==> config.mk <==
export PLATFORM = sky130hd
export DESIGN_NAME = crbs_top
export DESIGN_NICKNAME = d
export VERILOG_FILES = /design/src/crbs_pkg.sv /design/src/crbs_frame_if.sv /design/src/crbs_accept.sv /design/src/crbs_irq.sv /design/src/crbs_top.sv
export SDC_FILE = /design/constraint.sdc
export NUM_CORES = 1
export LEC_CHECK = 0
export BUFFER_PORTS_ARGS = -buffer_cell sky130_fd_sc_hd__buf_2
export CORE_ASPECT_RATIO = 0.5
export CORE_MARGIN = 1.5
export CORE_UTILIZATION = 55
export CTS_CLUSTER_SIZE = 16
export DETAILED_ROUTE_END_ITERATION = 6
export PLACE_DENSITY = 0.85
export SYNTH_ARGS = -nofsm -noshare
export SYNTH_HDL_FRONTEND = slang
export SYNTH_HIERARCHICAL = 1
export SYNTH_SLANG_ARGS = --single-unit
==> constraint.sdc <==
create_clock -name ref_clk_in -period 2.9 [get_ports ref_clk_in]
set_clock_uncertainty 0.1 [all_clocks]
set_input_delay 0.87 -clock ref_clk_in [delete_from_list [all_inputs] [get_ports ref_clk_in]]
set_output_delay 0.87 -clock ref_clk_in [all_outputs]
set_load 0.005 [all_outputs]
==> src/crbs_pkg.sv <==
package crbs_pkg;

  // ==========================================================================
  // register map (byte offsets on the 8-bit register port)
  localparam logic [7:0] CRBS_OFF_B0_CTRL   = 8'h00;
  localparam logic [7:0] CRBS_OFF_OP_MODE   = 8'h01;
  localparam logic [7:0] CRBS_OFF_DIR_SEL   = 8'h02;
  localparam logic [7:0] CRBS_OFF_IRQ_STAT  = 8'h03;
  localparam logic [7:0] CRBS_OFF_IRQ_MASK  = 8'h04;
  localparam logic [7:0] CRBS_OFF_LEN_BASE  = 8'h10;

  // ==========================================================================
  // buffer 0 control fields
  localparam int CRBS_B0_FULL_BIT      = 7;
  localparam int CRBS_B0_MODE_HI_BIT   = 6;
  localparam int CRBS_B0_MODE_LO_BIT   = 5;
  localparam int CRBS_B0_REM_LEG_BIT   = 3;
  localparam int CRBS_B0_OVF_EN_BIT    = 2;
  localparam int CRBS_B0_JUMP_TABLE_OFFSET_BIT     = 1;
  localparam int CRBS_B0_REM_ENH_BIT   = 5;
  localparam int CRBS_FILTER_IDX_W     = 5;

  // ==========================================================================
  // length register fields
  localparam int CRBS_LEN_REMOTE_BIT   = 6;
  localparam int CRBS_DLC_W            = 4;

  // ==========================================================================
  // interrupt status bits
  localparam int CRBS_IRQ_W            = 3;
  localparam int CRBS_IRQ_B0_FULL      = 0;
  localparam int CRBS_IRQ_B0_DROP      = 1;
  localparam int CRBS_IRQ_SHARED_RX    = 2;

  // ==========================================================================
  // reset values
  localparam logic [1:0] CRBS_ACCEPT_RST   = 2'h0;
  localparam logic [7:0] CRBS_BYTE_RST     = 8'h00;
  localparam logic [CRBS_IRQ_W-1:0] CRBS_IRQ_RST = 3'h0;

  // ==========================================================================
  // operating modes and legacy acceptance codes
  typedef enum logic [1:0]
  {
    CRBS_MODE_LEGACY = 2'b00,
    CRBS_MODE_ENH1   = 2'b01,
    CRBS_MODE_ENH2   = 2'b10
  } crbs_mode_e;

  localparam logic [1:0] CRBS_ACC_ALL      = 2'b11;
  localparam logic [1:0] CRBS_ACC_EXT      = 2'b10;
  localparam logic [1:0] CRBS_ACC_STD      = 2'b01;

endpackage : crbs_pkg

==> src/crbs_frame_if.sv <==
`timescale 1ns/100ps
interface crbs_frame_if;
  import crbs_pkg::*;

  logic                         valid;
  logic                         remote;
  logic                         extended;
  logic                         error;
  logic                         filter_hit;
  crbs_mode_e                   mode;
  logic [1:0]                   accept_mode;
  logic                         accept;

  modport src
  (
    output valid, remote, extended, error, filter_hit, mode, accept_mode,
    input  accept
  );
  modport acc
  (
    input  valid, remote, extended, error, filter_hit, mode, accept_mode,
    output accept
  );
endinterface : crbs_frame_if

==> src/crbs_accept.sv <==
`timescale 1ns/100ps
module crbs_accept
  import crbs_pkg::*;
(
  // frame and mode
  crbs_frame_if.acc frame
);

  // ==========================================================================
  // acceptance decision
  always_comb
  begin
    frame.accept = 1'b0;
    if (frame.valid)
    begin
      if (frame.mode == CRBS_MODE_LEGACY)
      begin
        case (frame.accept_mode)
          CRBS_ACC_ALL: frame.accept = 1'b1;
          CRBS_ACC_EXT: frame.accept = !frame.error && frame.filter_hit && frame.extended;
          CRBS_ACC_STD: frame.accept = !frame.error && frame.filter_hit && !frame.extended;
          default:      frame.accept = !frame.error && frame.filter_hit;
        endcase
      end
      else if (frame.accept_mode[1])
        frame.accept = 1'b1;
      else
        frame.accept = !frame.error && frame.filter_hit;
    end
  end

endmodule : crbs_accept

==> src/crbs_irq.sv <==
`timescale 1ns/100ps
module crbs_irq
  import crbs_pkg::*;
#(
  parameter int WIDTH = CRBS_IRQ_W
)
(
  // clock and reset
  input  wire logic             ref_clk_in,
  input  wire logic             resetn_in,
  // events and software access
  input  wire logic [WIDTH-1:0] event_in,
  input  wire logic [WIDTH-1:0] clear_in,
  input  wire logic             mask_we_in,
  input  wire logic [WIDTH-1:0] mask_wdata_in,
  // state
  output logic      [WIDTH-1:0] status_out,
  output logic      [WIDTH-1:0] mask_out,
  output logic                  irq_out
);

  logic [WIDTH-1:0] status_reg;
  logic [WIDTH-1:0] mask_reg;

  // ==========================================================================
  // sticky status: an event in the clearing cycle survives
  always_ff @(posedge ref_clk_in or negedge resetn_in)
  begin
    if (!resetn_in)
      status_reg <= '0;
    else
      status_reg <= (status_reg & ~clear_in) | event_in;
  end

  always_ff @(posedge ref_clk_in or negedge resetn_in)
  begin
    if (!resetn_in)
      mask_reg <= '0;
    else if (mask_we_in)
      mask_reg <= mask_wdata_in;
  end

  assign status_out = status_reg;
  assign mask_out   = mask_reg;
  assign irq_out    = |(status_reg & mask_reg);

endmodule : crbs_irq

==> src/crbs_top.sv <==
// Summary of operation
// legacy mode, accept code 11: every frame stored, errors included, filters ignored
// control remote flag (bit 3 legacy, bit 5 enhanced) shows stored frame was remote
// enhanced modes: control bits 4..0 give the matching filter index
// legacy mode: jump-table offset bit lets both buffers share one jump table
// length register bit 6 is remote flag of received frame; bit 7 reads 0
// length register bits 5 and 4 always read 0
// length field holds received byte count; 0..8 bytes, 9 upward reserved
// length registers exist only in enhanced modes 1 and 2
// full flag set on store, buffer closed while set; irq flag reasserts while full
// enhanced modes: accept bit 1 takes all frames, 0 only valid filtered frames
//
// Chosen here: the strobed register port and the placing of the registers.
`timescale 1ns/100ps
module crbs_top
  import crbs_pkg::*;
#(
  parameter int         NUM_SHARED  = 6,
  parameter logic       JUMP_OFFSET = 1'b0
)
(
  // clock and reset
  input  wire logic                         ref_clk_in,
  input  wire logic                         resetn_in,
  // register port
  input  wire logic [7:0]                   reg_addr_in,
  input  wire logic [7:0]                   reg_wdata_in,
  input  wire logic                         reg_wr_in,
  input  wire logic                         reg_rd_in,
  output logic      [7:0]                   reg_rdata_out,
  // received frames from the protocol engine
  input  wire logic                         frame_valid_in,
  input  wire logic [2:0]                   frame_target_in,
  input  wire logic                         frame_remote_request_in,
  input  wire logic                         extended_id_flag_in,
  input  wire logic                         frame_error_in,
  input  wire logic                         filter_hit_in,
  input  wire logic [CRBS_FILTER_IDX_W-1:0] filter_match_index_in,
  input  wire logic [CRBS_DLC_W-1:0]        frame_dlc_in,
  // status
  output logic                              frame_stored_out,
  output logic                              rollover_out,
  output logic                              irq_out
);

  // ==========================================================================
  // state
  crbs_mode_e                   op_mode_reg;
  logic [1:0]                   buffer_accept_mode_reg;
  logic                         rx_buffer_full_reg;
  logic                         stored_remote_flag_reg;
  logic                         buffer0_overflow_enable_reg;
  logic [CRBS_FILTER_IDX_W-1:0] filter_match_index_reg;
  logic [NUM_SHARED-1:0]        buffer_direction_select_reg;
  logic [NUM_SHARED-1:0]        len_remote_reg;
  logic [CRBS_DLC_W-1:0]        len_dlc_reg [NUM_SHARED];
  logic [7:0]                   rdata_reg;
  logic                         stored_reg;
  logic                         rollover_reg;

  logic                         enhanced;
  logic                         accept;
  logic                         to_b0;
  logic                         b0_store;
  logic                         b0_drop;
  logic [NUM_SHARED-1:0]        sh_store;
  logic [CRBS_IRQ_W-1:0]        irq_event;
  logic [CRBS_IRQ_W-1:0]        irq_clear;
  logic [CRBS_IRQ_W-1:0]        irq_status;
  logic [CRBS_IRQ_W-1:0]        irq_mask;
  logic                         wr_ctrl;
  logic [7:0]                   ctrl_view;
  logic [7:0]                   rd_next;

  crbs_frame_if frame_if ();

  // ==========================================================================
  // acceptance
  // the decision is combinational so a frame is taken in its own cycle
  assign frame_if.valid       = frame_valid_in;
  assign frame_if.remote      = frame_remote_request_in;
  assign frame_if.extended    = extended_id_flag_in;
  assign frame_if.error       = frame_error_in;
  assign frame_if.filter_hit  = filter_hit_in;
  assign frame_if.mode        = op_mode_reg;
  assign frame_if.accept_mode = buffer_accept_mode_reg;
  assign accept               = frame_if.accept;

  crbs_accept u_accept
  (
    .frame (frame_if.acc)
  );

  assign enhanced = (op_mode_reg != CRBS_MODE_LEGACY);
  assign to_b0    = accept && (frame_target_in == 3'h0);
  // a full buffer is closed; the frame is lost or handed on
  assign b0_store = to_b0 && !rx_buffer_full_reg;
  assign b0_drop  = to_b0 && rx_buffer_full_reg;
  // read-only control bits ignore the write data
  assign wr_ctrl  = reg_wr_in && (reg_addr_in == CRBS_OFF_B0_CTRL);

  // ==========================================================================
  // buffer 0 control
  // the store wins over a software clear in the same cycle
  always_ff @(posedge ref_clk_in or negedge resetn_in)
  begin
    if (!resetn_in)
      rx_buffer_full_reg <= 1'b0;
    else if (b0_store)
      rx_buffer_full_reg <= 1'b1;
    else if (wr_ctrl && !reg_wdata_in[CRBS_B0_FULL_BIT])
      rx_buffer_full_reg <= 1'b0;
  end

  always_ff @(posedge ref_clk_in or negedge resetn_in)
  begin
    if (!resetn_in)
      buffer_accept_mode_reg <= CRBS_ACCEPT_RST;
    else if (wr_ctrl)
    begin
      buffer_accept_mode_reg[1] <= reg_wdata_in[CRBS_B0_MODE_HI_BIT];
      // bit 5 is the remote flag in enhanced modes, so the low bit is frozen there
      if (!enhanced)
        buffer_accept_mode_reg[0] <= reg_wdata_in[CRBS_B0_MODE_LO_BIT];
    end
  end

  // legacy-only bit; enhanced modes keep its last value
  always_ff @(posedge ref_clk_in or negedge resetn_in)
  begin
    if (!resetn_in)
      buffer0_overflow_enable_reg <= 1'b0;
    else if (wr_ctrl && !enhanced)
      buffer0_overflow_enable_reg <= reg_wdata_in[CRBS_B0_OVF_EN_BIT];
  end

  always_ff @(posedge ref_clk_in or negedge resetn_in)
  begin
    if (!resetn_in)
      stored_remote_flag_reg <= 1'b0;
    else if (b0_store)
      stored_remote_flag_reg <= frame_remote_request_in;
  end

  // all five bits kept in legacy mode too; that view shows only bit 0
  always_ff @(posedge ref_clk_in or negedge resetn_in)
  begin
    if (!resetn_in)
      filter_match_index_reg <= '0;
    else if (b0_store)
      filter_match_index_reg <= filter_match_index_in;
  end

  // ==========================================================================
  // operating mode and direction select
  // the unused mode code is ignored so the block never leaves a defined mode
  always_ff @(posedge ref_clk_in or negedge resetn_in)
  begin
    if (!resetn_in)
      op_mode_reg <= CRBS_MODE_LEGACY;
    else if (reg_wr_in && (reg_addr_in == CRBS_OFF_OP_MODE))
    begin
      case (reg_wdata_in[1:0])
        CRBS_MODE_LEGACY: op_mode_reg <= CRBS_MODE_LEGACY;
        CRBS_MODE_ENH1:   op_mode_reg <= CRBS_MODE_ENH1;
        CRBS_MODE_ENH2:   op_mode_reg <= CRBS_MODE_ENH2;
        default:          op_mode_reg <= op_mode_reg;
      endcase
    end
  end

  always_ff @(posedge ref_clk_in or negedge resetn_in)
  begin
    if (!resetn_in)
      buffer_direction_select_reg <= '0;
    else if (reg_wr_in && (reg_addr_in == CRBS_OFF_DIR_SEL))
      buffer_direction_select_reg <= reg_wdata_in[NUM_SHARED-1:0];
  end

  // ==========================================================================
  // shared buffers in receive mode
  genvar gi;
  generate
    for (gi = 0; gi < NUM_SHARED; gi++)
    begin : g_shared
      assign sh_store[gi] = accept && enhanced && !buffer_direction_select_reg[gi]
                            && (frame_target_in == 3'(gi + 1));

      // reserved length codes are kept as received, software sees the raw code
      always_ff @(posedge ref_clk_in or negedge resetn_in)
      begin
        if (!resetn_in)
        begin
          len_remote_reg[gi] <= 1'b0;
          len_dlc_reg[gi]    <= '0;
        end
        else if (sh_store[gi])
        begin
          len_remote_reg[gi] <= frame_remote_request_in;
          len_dlc_reg[gi]    <= frame_dlc_in;
        end
      end
    end
  endgenerate

  // ==========================================================================
  // interrupts
  // the full event is a level, so clearing only the flag brings it back
  assign irq_event[CRBS_IRQ_B0_FULL]   = rx_buffer_full_reg || b0_store;
  assign irq_event[CRBS_IRQ_B0_DROP]   = b0_drop && !buffer0_overflow_enable_reg;
  assign irq_event[CRBS_IRQ_SHARED_RX] = |sh_store;
  assign irq_clear = (reg_wr_in && (reg_addr_in == CRBS_OFF_IRQ_STAT))
                     ? reg_wdata_in[CRBS_IRQ_W-1:0] : '0;

  crbs_irq #(
    .WIDTH (CRBS_IRQ_W)
  ) u_irq (
    .ref_clk_in    (ref_clk_in),
    .resetn_in     (resetn_in),
    .event_in      (irq_event),
    .clear_in      (irq_clear),
    .mask_we_in    (reg_wr_in && (reg_addr_in == CRBS_OFF_IRQ_MASK)),
    .mask_wdata_in (reg_wdata_in[CRBS_IRQ_W-1:0]),
    .status_out    (irq_status),
    .mask_out      (irq_mask),
    .irq_out       (irq_out)
  );

  // ==========================================================================
  // register read
  // data stand one cycle only, so a stale byte is never taken twice
  always_comb
  begin
    ctrl_view = CRBS_BYTE_RST;
    ctrl_view[CRBS_B0_FULL_BIT]    = rx_buffer_full_reg;
    ctrl_view[CRBS_B0_MODE_HI_BIT] = buffer_accept_mode_reg[1];
    if (enhanced)
    begin
      ctrl_view[CRBS_B0_REM_ENH_BIT]         = stored_remote_flag_reg;
      ctrl_view[CRBS_FILTER_IDX_W-1:0]       = filter_match_index_reg;
    end
    else
    begin
      ctrl_view[CRBS_B0_MODE_LO_BIT]  = buffer_accept_mode_reg[0];
      ctrl_view[CRBS_B0_REM_LEG_BIT]  = stored_remote_flag_reg;
      ctrl_view[CRBS_B0_OVF_EN_BIT]   = buffer0_overflow_enable_reg;
      // fixed offset so both buffers share one jump table
      ctrl_view[CRBS_B0_JUMP_TABLE_OFFSET_BIT]    = JUMP_OFFSET;
      ctrl_view[0]                    = filter_match_index_reg[0];
    end
  end

  always_comb
  begin
    rd_next = CRBS_BYTE_RST;
    case (reg_addr_in)
      CRBS_OFF_B0_CTRL:  rd_next = ctrl_view;
      CRBS_OFF_OP_MODE:  rd_next = {6'h00, op_mode_reg};
      CRBS_OFF_DIR_SEL:  rd_next[NUM_SHARED-1:0] = buffer_direction_select_reg;
      CRBS_OFF_IRQ_STAT: rd_next[CRBS_IRQ_W-1:0] = irq_status;
      CRBS_OFF_IRQ_MASK: rd_next[CRBS_IRQ_W-1:0] = irq_mask;
      default:
      begin
        for (int i = 0; i < NUM_SHARED; i++)
        begin
          // bits 7, 5 and 4 stay zero; a transmit-mode buffer reads zero here
          if (enhanced && !buffer_direction_select_reg[i]
              && (reg_addr_in == CRBS_OFF_LEN_BASE + 8'(i)))
          begin
            rd_next[CRBS_LEN_REMOTE_BIT] = len_remote_reg[i];
            rd_next[CRBS_DLC_W-1:0]      = len_dlc_reg[i];
          end
        end
      end
    endcase
  end

  always_ff @(posedge ref_clk_in or negedge resetn_in)
  begin
    if (!resetn_in)
      rdata_reg <= CRBS_BYTE_RST;
    else
      rdata_reg <= reg_rd_in ? rd_next : CRBS_BYTE_RST;
  end

  // ==========================================================================
  // event pulses
  always_ff @(posedge ref_clk_in or negedge resetn_in)
  begin
    if (!resetn_in)
      stored_reg <= 1'b0;
    else
      stored_reg <= b0_store || (|sh_store);
  end

  // a rolled frame is reported here instead of in the drop status bit
  always_ff @(posedge ref_clk_in or negedge resetn_in)
  begin
    if (!resetn_in)
      rollover_reg <= 1'b0;
    else
      rollover_reg <= b0_drop && buffer0_overflow_enable_reg;
  end

  assign reg_rdata_out    = rdata_reg;
  assign frame_stored_out = stored_reg;
  assign rollover_out     = rollover_reg;

endmodule : crbs_top

==> results of run 1 <==
cell type report:
class	instances	area (um2)
Fill cell	398	1600
Inverter	11	41.3
Clock buffer	13	260
Timing Repair Buffer	67	398
Multi-Input combinational cell	189	1540
Tap cell	73	91.3
Sequential cell	64	1600
Clock inverter	3	40.0
report_power, final:
part	internal [W]	total [W]	switching [W]
Combinational	0.0000960	0.000208	0.000112
Sequential	0.000953	0.00100	0.0000501
Clock	0.000708	0.00108	0.000368
worst paths after layout:
path | end | slack (ns) | from | depth (start not counted)
hold reg to reg | len_dlc_reg[0] | 0.40 | len_dlc_reg[0] | 1
setup reg to reg | len_dlc_reg[3] | 0.17 | buffer_accept_mode_reg[1] | 8
max in group asynchronous | len_dlc_reg[15] | 1.63 | resetn_in | 2
min in group asynchronous | len_remote_reg[4] | 0.45 | resetn_in | 1
setup / recovery | len_dlc_reg[3] | 0.14 | frame_error_in | 7
hold / removal | len_dlc_reg[0] | 0.40 | len_dlc_reg[0] | 1
cells in the mapped netlist (all sizes together), types with 5 or more instances:
master and count:
dfrtp 64, mux2 48, nor2 16, nand2 14, inv 11, nor3 10
a222oi 6, clkbuf 6, nand3 6, o21ai 6, buf 5, nor2b 5
cell families after synthesis:
group / count (synthesis) / synth area share
simple gates: 85 / 0.162
fa+ha+maj: 3 / 0.0116
flops: 64 / 0.496
compound gates: 50 / 0.124
mux: 50 / 0.174
buf+inv: 22 / 0.0302
xor+xnor: 1 / 0.00271
critical path, cell delays in order:
cell     delay [ns]
buf_2          0.10
nor2b_1        0.20
mux2i_1        0.11
a31oi_1        0.37
nand3_1        0.18
or4b_1         0.66
mux2_1         0.37
through the flow:
| step | setup slack, ns | utilization | cell area (um2) |
|---|---|---|---|
| after global routing | 0.00409 | 0.713 | 3970 |
| after detailed placement | -0.178 | 0.658 | 3660 |
| final | 0.143 | 0.713 | 3970 |
| after global placement | -0.0257 | 0.658 | 3660 |
| after floorplan | 0.173 | - | 3230 |
| after CTS | 0.137 | 0.712 | 3960 |
per-layer routing:
metal / track usage / share of wire
met2: 0.460 / 0.48
met3: 0.113 / 0.079
met1: 0.353 / 0.43
met4: 0.0741 / 0.013
met5: 0 / 0
==> results.py, run 1 <==
metrics = {
    "run_status": {
        "run_status": "completed",
    },
    "synthesis": {
        "synthArstFlopShare": 1.00,
        "synth_fp_nets": 315,
        "synth_top_cell_by_area": "dfrtp_1",
        "synthTopCellsByArea": "dfrtp_1 (50%), mux2_2 (13%), mux2_1 (4.2%), a222oi_1 (1.9%), nand2_1 (1.6%)",
        "ys.flop_type": "dfrtp_1",
        "netlist_area_um2": 3230,
        "synthCells": 275,
        "yosysSeqAreaShare": 0.496,
        "syn_area_per_cell_um2": 11.7,
        "ys_seq_elements": 64,
        "netlist.area_leader.share": 0.496,
        "ys_types": 59,
        "ys_warn_count": 6,
        "synth_edf_count": 0,
    },
    "power": {
        "peakVddDrop_mv": 0.529,
        "power_density_nw_per_um2": 577,
        "power_w": 0.00229,
        "p_leak_nw": 1.98,
    },
    "worst_setup_path": {
        "path_max_fanout": 6,
        "crit_required_ns": 3.01,
        "arrival_ns": 2.87,
        "critPathKind": "in2reg",
        "startpoint_type": "primary input",
        "cp-end-kind": "register",
    },
    "placed_design": {
        "place_hpwl_um": 6090,
        "dp.cells": 404,
        "gp_congestion": 0.951,
        "port_buffers": 47,
    },
    "clock_network": {
        "tritoncts": "yes",
        "clk_latency_ns": 0.33,
        "clk_pin_slew_ns": 0.05,
        "cts_htree_levels": 3,
        "cts-root-buf": "clkbuf_16",
        "post_cts_resized": 0,
        "clock_path_buffers": 2,
        "numCtsBuffers": 9,
        "clock_sinks": 64,
        "postCtsSetupBuffers": 0,
        "cts_hold_buf": 0,
    },
    "timing": {
        "fmax_ghz": 0.363,
        "slew_headroom": 0.587,
        "hold_viol_final": 0,
        "worst_pin_slew_ns": 0.620,
        "fin_crit_sh": 0.951,
        "whs_ns": 0.403,
        "finalSetupViolations": 0,
        "slew_violations": 0,
        "setup_tns_ns": 0,
        "rsz0062_at_grt": "no",
        "period_needed_ns": 2.76,
    },
    "drt": {
        "drc": 0,
        "firstDrtPassIters": 6,
        "drt.antenna.violating_nets": 0,
        "wl_per_cell_um": 19.6,
        "vias": 2608,
        "wl_um": 8250,
        "drt_iter0_markers": 231,
        "viasPerCell": 6.21,
    },
    "floorplan": {
        "chipHeight_um": 57.2,
        "dieArea_um2": 6370,
        "die_x_um": 111,
        "io_pins": 48,
        "core_um2": 5560,
        "rows": 19,
        "start_util": 0.580,
    },
    "final_layout": {
        "stdcell_count": 420,
        "final_common_cell": "dfrtp_1",
        "nNetsFinal": 382,
        "largest_reg_flops": 24,
        "most-common-layout-cells": "dfrtp_1 (64), buf_2 (47), mux2_2 (36)",
        "drive_gt1_frac": 0.372,
        "areaGrowthSynthToFinish_pct": 22.9,
        "diodes": 0,
    },
    "global_routing": {
        "antenna_found_initial": 0,
        "track_usage": 0.280,
        "grt_remaining_overflow": 0,
        "grt_max_degree": 40,
        "grt_pass1_vias": 2638,
        "grt_pass1_wl_um": 13300,
    },
    "run": {
        "drv_cap": 0,
    },
    "min_path": {
        "min_path_type": "reg2reg",
    },
}
(Power assumes the default switching activity.)
==> run 2: changes to the inputs <==
- CTS_BUF_LIST: unset -> sky130_fd_sc_hd__clkbuf_8 sky130_fd_sc_hd__clkbuf_16
==> results.py, run 2 (synthesized netlist as in run 1, its figures left out) <==
metrics = {
    "final_layout": {
        "largest_reg_flops": 24,
        "fillers": 398,
        "drive_gt1_frac": 0.372,
        "nNetsFinal": 382,
        "diodes": 0,
        "final_common_cell": "dfrtp_1",
        "areaGrowthSynthToFinish_pct": 22.9,
        "fin_area_um2": 3970,
        "most-common-layout-cells": "dfrtp_1 (64), buf_2 (47), mux2_2 (36)",
    },
    "global_routing": {
        "grt_pass1_vias": 2638,
        "track_usage": 0.280,
        "grt_remaining_overflow": 0,
        "grt_pass1_wl_um": 13300,
        "grt_max_degree": 40,
        "antenna_found_initial": 0,
    },
    "clock_network": {
        "tritoncts": "yes",
        "clk_latency_ns": 0.33,
        "clk_pin_slew_ns": 0.05,
        "cts-root-buf": "clkbuf_16",
        "clock_path_buffers": 2,
        "cts_htree_levels": 3,
        "cts_hold_buf": 0,
        "clock_sinks": 64,
        "numCtsBuffers": 9,
    },
    "worst_setup_path": {
        "cpPeakStageDelay_ns": 0.66,
        "cp-end-kind": "register",
        "cp_top_family": "simple AND/OR/NAND/NOR gates",
        "path_max_fanout": 6,
        "crit_required_ns": 3.01,
        "startpoint_type": "primary input",
        "critPathKind": "in2reg",
        "crit_chain": "buf_2 > nor2b_1 > mux2i_1 > a31oi_1 > nand3_1 > or4b_1 > mux2_1",
        "arrival_ns": 2.87,
        "slowest_stage": "or4b_1",
        "path_buf_inv": 1,
    },
    "timing": {
        "rsz0062_at_grt": "no",
        "fmax_ghz": 0.363,
        "fin_crit_sh": 0.950,
        "worst_pin_slew_ns": 0.615,
        "slew_headroom": 0.590,
        "period_needed_ns": 2.75,
        "slew_violations": 0,
        "finalSetupViolations": 0,
        "hold_viol_final": 0,
        "setup_tns_ns": 0,
    },
    "drt": {
        "drt.antenna.violating_nets": 0,
        "firstDrtPassIters": 6,
        "drc": 0,
        "viasPerCell": 6.20,
        "drt_iter0_markers": 222,
        "vias": 2606,
        "wl_um": 8280,
        "wl_per_cell_um": 19.7,
    },
    "floorplan": {
        "chipHeight_um": 57.2,
        "dieArea_um2": 6370,
        "io_pins": 48,
        "rows": 19,
        "die_x_um": 111,
        "core_um2": 5560,
        "start_util": 0.580,
    },
    "placed_design": {
        "port_buffers": 47,
        "place_hpwl_um": 6090,
        "gp_congestion": 0.951,
        "place_area_um2": 3660,
    },
    "min_path": {
        "min_path_type": "reg2reg",
    },
    "power": {
        "p_leak_nw": 1.99,
        "peakVddDrop_mv": 0.529,
        "power_density_nw_per_um2": 575,
    },
    "run": {
        "drv_cap": 0,
    },
    "run_status": {
        "run_status": "completed",
    },
}
[run 2: cell count changes in the layout (fill, tap and decap cells not counted)]
cell      delta
inv_1        +2
clkbuf_1     -2
[run 2: per-stage QoR]
step           utilization  hold slack [ns]  std cells  worst slack (ns)  total power (W)
6_report             0.713            0.409        420             0.145          0.00228
5_1_grt              0.713            0.416        420           0.00409          0.00236
4_1_cts              0.712            0.402        420             0.137          0.00230
2_1_floorplan            -            0.359        275             0.173          0.00111
3_5_place_dp         0.658            0.390        404            -0.178          0.00122
3_3_place_gp         0.658            0.376        404           -0.0257          0.00121
[run 2: final timing paths]
check                                         to  depth (start not counted)                      start  slack, ns
worst min register to register   len_dlc_reg[17]                          1            len_dlc_reg[17]       0.41
max in group asynchronous        len_dlc_reg[15]                          2                  resetn_in       1.63
worst min-delay path             len_dlc_reg[17]                          1            len_dlc_reg[17]       0.41
worst max-delay path              len_dlc_reg[3]                          7             frame_error_in       0.15
min in group asynchronous       reg_rdata_out[1]                          1                  resetn_in       0.45
worst max register to register    len_dlc_reg[3]                          8  buffer_accept_mode_reg[1]       0.18
[run 2: where the power goes]
| part | internal (W) | switching (W) |
|---|---|---|
| clock | 0.000701 | 0.000369 |
| combinational | 0.0000960 | 0.000112 |
| sequential | 0.000953 | 0.0000505 |
[run 2: layout make-up]
class | instances | area [um2] | area share
clock inverters | 5 | 47.5 | 0.0120
clock buffers | 11 | 253 | 0.0637
multi-input cells | 189 | 1540 | 0.387
flip-flops and latches | 64 | 1600 | 0.404
inverters | 11 | 41.3 | 0.0104
repair buffers | 67 | 398 | 0.100
well taps | 73 | 91.3 | 0.0230
[run 2: routing by layer]
layer | up-vias | share of wire | wire length [um] | global-route usage
met5 | - | 0 | 0 | 0
met4 | 0 | 0.019 | 160 | 0.0741
met3 | 24 | 0.089 | 740 | 0.113
met2 | 118 | 0.48 | 3960 | 0.460
met1 | 1291 | 0.41 | 3420 | 0.353
li1 | 1173 | - | - | -
[run 2: repair_timing]
action,in CTS,in global routing
setup endpoints to repair,0,6
setup buffers,0,0
gates resized for setup,0,1
==> run 3: changes to the inputs <==
==> constraint.sdc (replaced) <==
create_clock -name ref_clk_in -period 2.9 [get_ports ref_clk_in]
set_clock_uncertainty 0.1 [all_clocks]
set_input_delay 0.29 -clock ref_clk_in [delete_from_list [all_inputs] [get_ports ref_clk_in]]
set_output_delay 0.29 -clock ref_clk_in [all_outputs]
set_load 0.005 [all_outputs]
==> results.py, run 3 (synthesized netlist as in run 1, its figures left out) <==
metrics = {
    "run": {
        "drv_cap": 0,
    },
    "timing": {
        "slew_headroom": 0.413,
        "slew_violations": 0,
        "fmax_ghz": 0.367,
        "setup_tns_ns": 0,
        "worst_pin_slew_ns": 0.873,
        "hold_viol_final": 0,
        "fin_crit_sh": 0.938,
        "period_needed_ns": 2.72,
        "rsz0062_at_grt": "no",
        "fin_ws_ns": 0.179,
        "finalSetupViolations": 0,
    },
    "floorplan": {
        "start_util": 0.580,
        "die_x_um": 111,
        "chipHeight_um": 57.2,
        "io_pins": 48,
        "core_um2": 5560,
        "dieArea_um2": 6370,
        "rows": 19,
    },
    "worst_setup_path": {
        "r2r_slack_ns": 0.18,
        "slowest_stage": "or4b_1",
        "startpoint_type": "register",
        "reg2reg_depth": 8,
        "path_max_fanout": 7,
        "crit_chain": "inv_1 > ha_1 > xor2_1 > nand3_1 > a31oi_1 > nand3_1 > or4b_1 > mux2_1",
        "cpPeakStageDelay_ns": 0.67,
        "cp-end-kind": "register",
        "critPathMostFrequentCell": "nand3_1",
        "critPathKind": "reg2reg",
        "arrival_ns": 2.83,
        "rr_startpoint": "buffer_accept_mode_reg[1]",
        "rr_endpoint": "len_remote_reg[5]",
        "crit_required_ns": 3.01,
    },
    "drt": {
        "wl_per_cell_um": 19.4,
        "firstDrtPassIters": 5,
        "drc": 0,
        "wl_um": 7870,
        "viasPerCell": 6.28,
        "drt.antenna.violating_nets": 0,
        "vias": 2545,
        "drt_iter0_markers": 212,
    },
    "clock_network": {
        "clk_pin_slew_ns": 0.06,
        "post_cts_resized": 0,
        "clock_path_buffers": 2,
        "numCtsBuffers": 9,
        "cts_htree_levels": 3,
        "cts_hold_buf": 0,
        "postCtsSetupBuffers": 0,
        "tritoncts": "yes",
        "cts-root-buf": "clkbuf_16",
        "clock_sinks": 64,
        "clk_latency_ns": 0.34,
    },
    "final_layout": {
        "diodes": 0,
        "fillers": 390,
        "multiInputGateArea_um2": 1540,
        "ff_latch_area_um2": 1600,
        "post-route-util": 0.692,
        "nNetsFinal": 367,
        "most-common-layout-cells": "dfrtp_1 (64), buf_2 (47), mux2_2 (36)",
        "final_common_cell": "dfrtp_1",
        "drive_gt1_frac": 0.349,
        "areaGrowthSynthToFinish_pct": 19.2,
        "largest_reg_flops": 24,
        "stdcell_count": 405,
    },
    "power": {
        "sw_frac_of_total": 0.251,
        "p_int_w": 0.00171,
        "power_density_nw_per_um2": 595,
        "p_leak_nw": 1.90,
        "p_seq_frac": 0.439,
        "peakVddDrop_mv": 0.373,
        "pwr-share-comb": 0.086,
        "pwr-share-clk": 0.475,
        "power_switching_w": 0.000574,
    },
    "placed_design": {
        "port_buffers": 47,
        "gp_congestion": 0.919,
        "dp_slack_ns": 0.142,
        "dp.cells": 389,
        "place_hpwl_um": 5720,
    },
    "global_routing": {
        "grt_pass1_vias": 2484,
        "grt_max_degree": 65,
        "grt_remaining_overflow": 0,
        "grt_pass1_wl_um": 12700,
        "antenna_found_initial": 0,
        "track_usage": 0.264,
    },
    "run_status": {
        "run_status": "completed",
    },
    "min_path": {
        "min_path_type": "in2async",
    },
}
==> run 3: changes by cell type in the layout (fill, tap and decap cells not counted), sizes merged <==
cell / change
clkinvlp: +2
buf: -15
clkbuf: -2
==> run 3: worst max-delay path by stage <==
stage,start,to
3_5_place_dp,buffer_accept_mode_reg[1],filter_match_index_reg[4]
4_1_cts,buffer_accept_mode_reg[1],filter_match_index_reg[4]
2_1_floorplan,buffer_accept_mode_reg[1],filter_match_index_reg[0]
3_3_place_gp,buffer_accept_mode_reg[1],filter_match_index_reg[4]
6_report,buffer_accept_mode_reg[1],len_remote_reg[5]
5_1_grt,buffer_accept_mode_reg[1],len_dlc_reg[3]
==> run 3: per-layer routing <==
layer,vias to the layer above,routed length [um],global-route usage,share of wire
met5,-,0,0,0
met4,0,138,0.0814,0.018
met3,23,777,0.0850,0.099
met2,133,3750,0.435,0.48
met1,1244,3210,0.341,0.41
li1,1145,-,-,-
==> run 3: critical path, delay by kind of cell (launching register included) <==
family	cells	cell delay, ns
compound gates	1	0.34
xor+xnor	1	0.18
fa+ha+maj	1	0.15
buf+inv	1	0.10
flops	1	0.42
mux	1	0.38
simple gates	3	0.93
==> run 3: power groups by stage <==
stage / logic (W) / registers, W / clock network [W]
finish: 0.000196 / 0.00100 / 0.00109
global route: 0.000218 / 0.00101 / 0.00114
CTS: 0.000196 / 0.00100 / 0.00110
detailed placement: 0.000194 / 0.00102 / 0
global placement: 0.000184 / 0.00101 / 0
floorplan: 0.000115 / 0.000997 / 0
==> run 3: area by class of cell <==
type	count	area share
Tap cell	73	0.0237
Clock buffer	9	0.0585
Timing Repair Buffer	52	0.0709
Inverter	11	0.0107
Clock inverter	7	0.0208
Sequential cell	64	0.416
Multi-Input combinational cell	189	0.399
==> run 3: stage by stage <==
stage               instance area [um2]  total power [W]  hold slack (ns)
floorplan                          3230          0.00111           -0.106
global placement                   3540          0.00120            0.374
detailed placement                 3540          0.00121            0.383
CTS                                3840          0.00230           0.0484
global route                       3850          0.00237           0.0929
finish                             3850          0.00229           0.0154
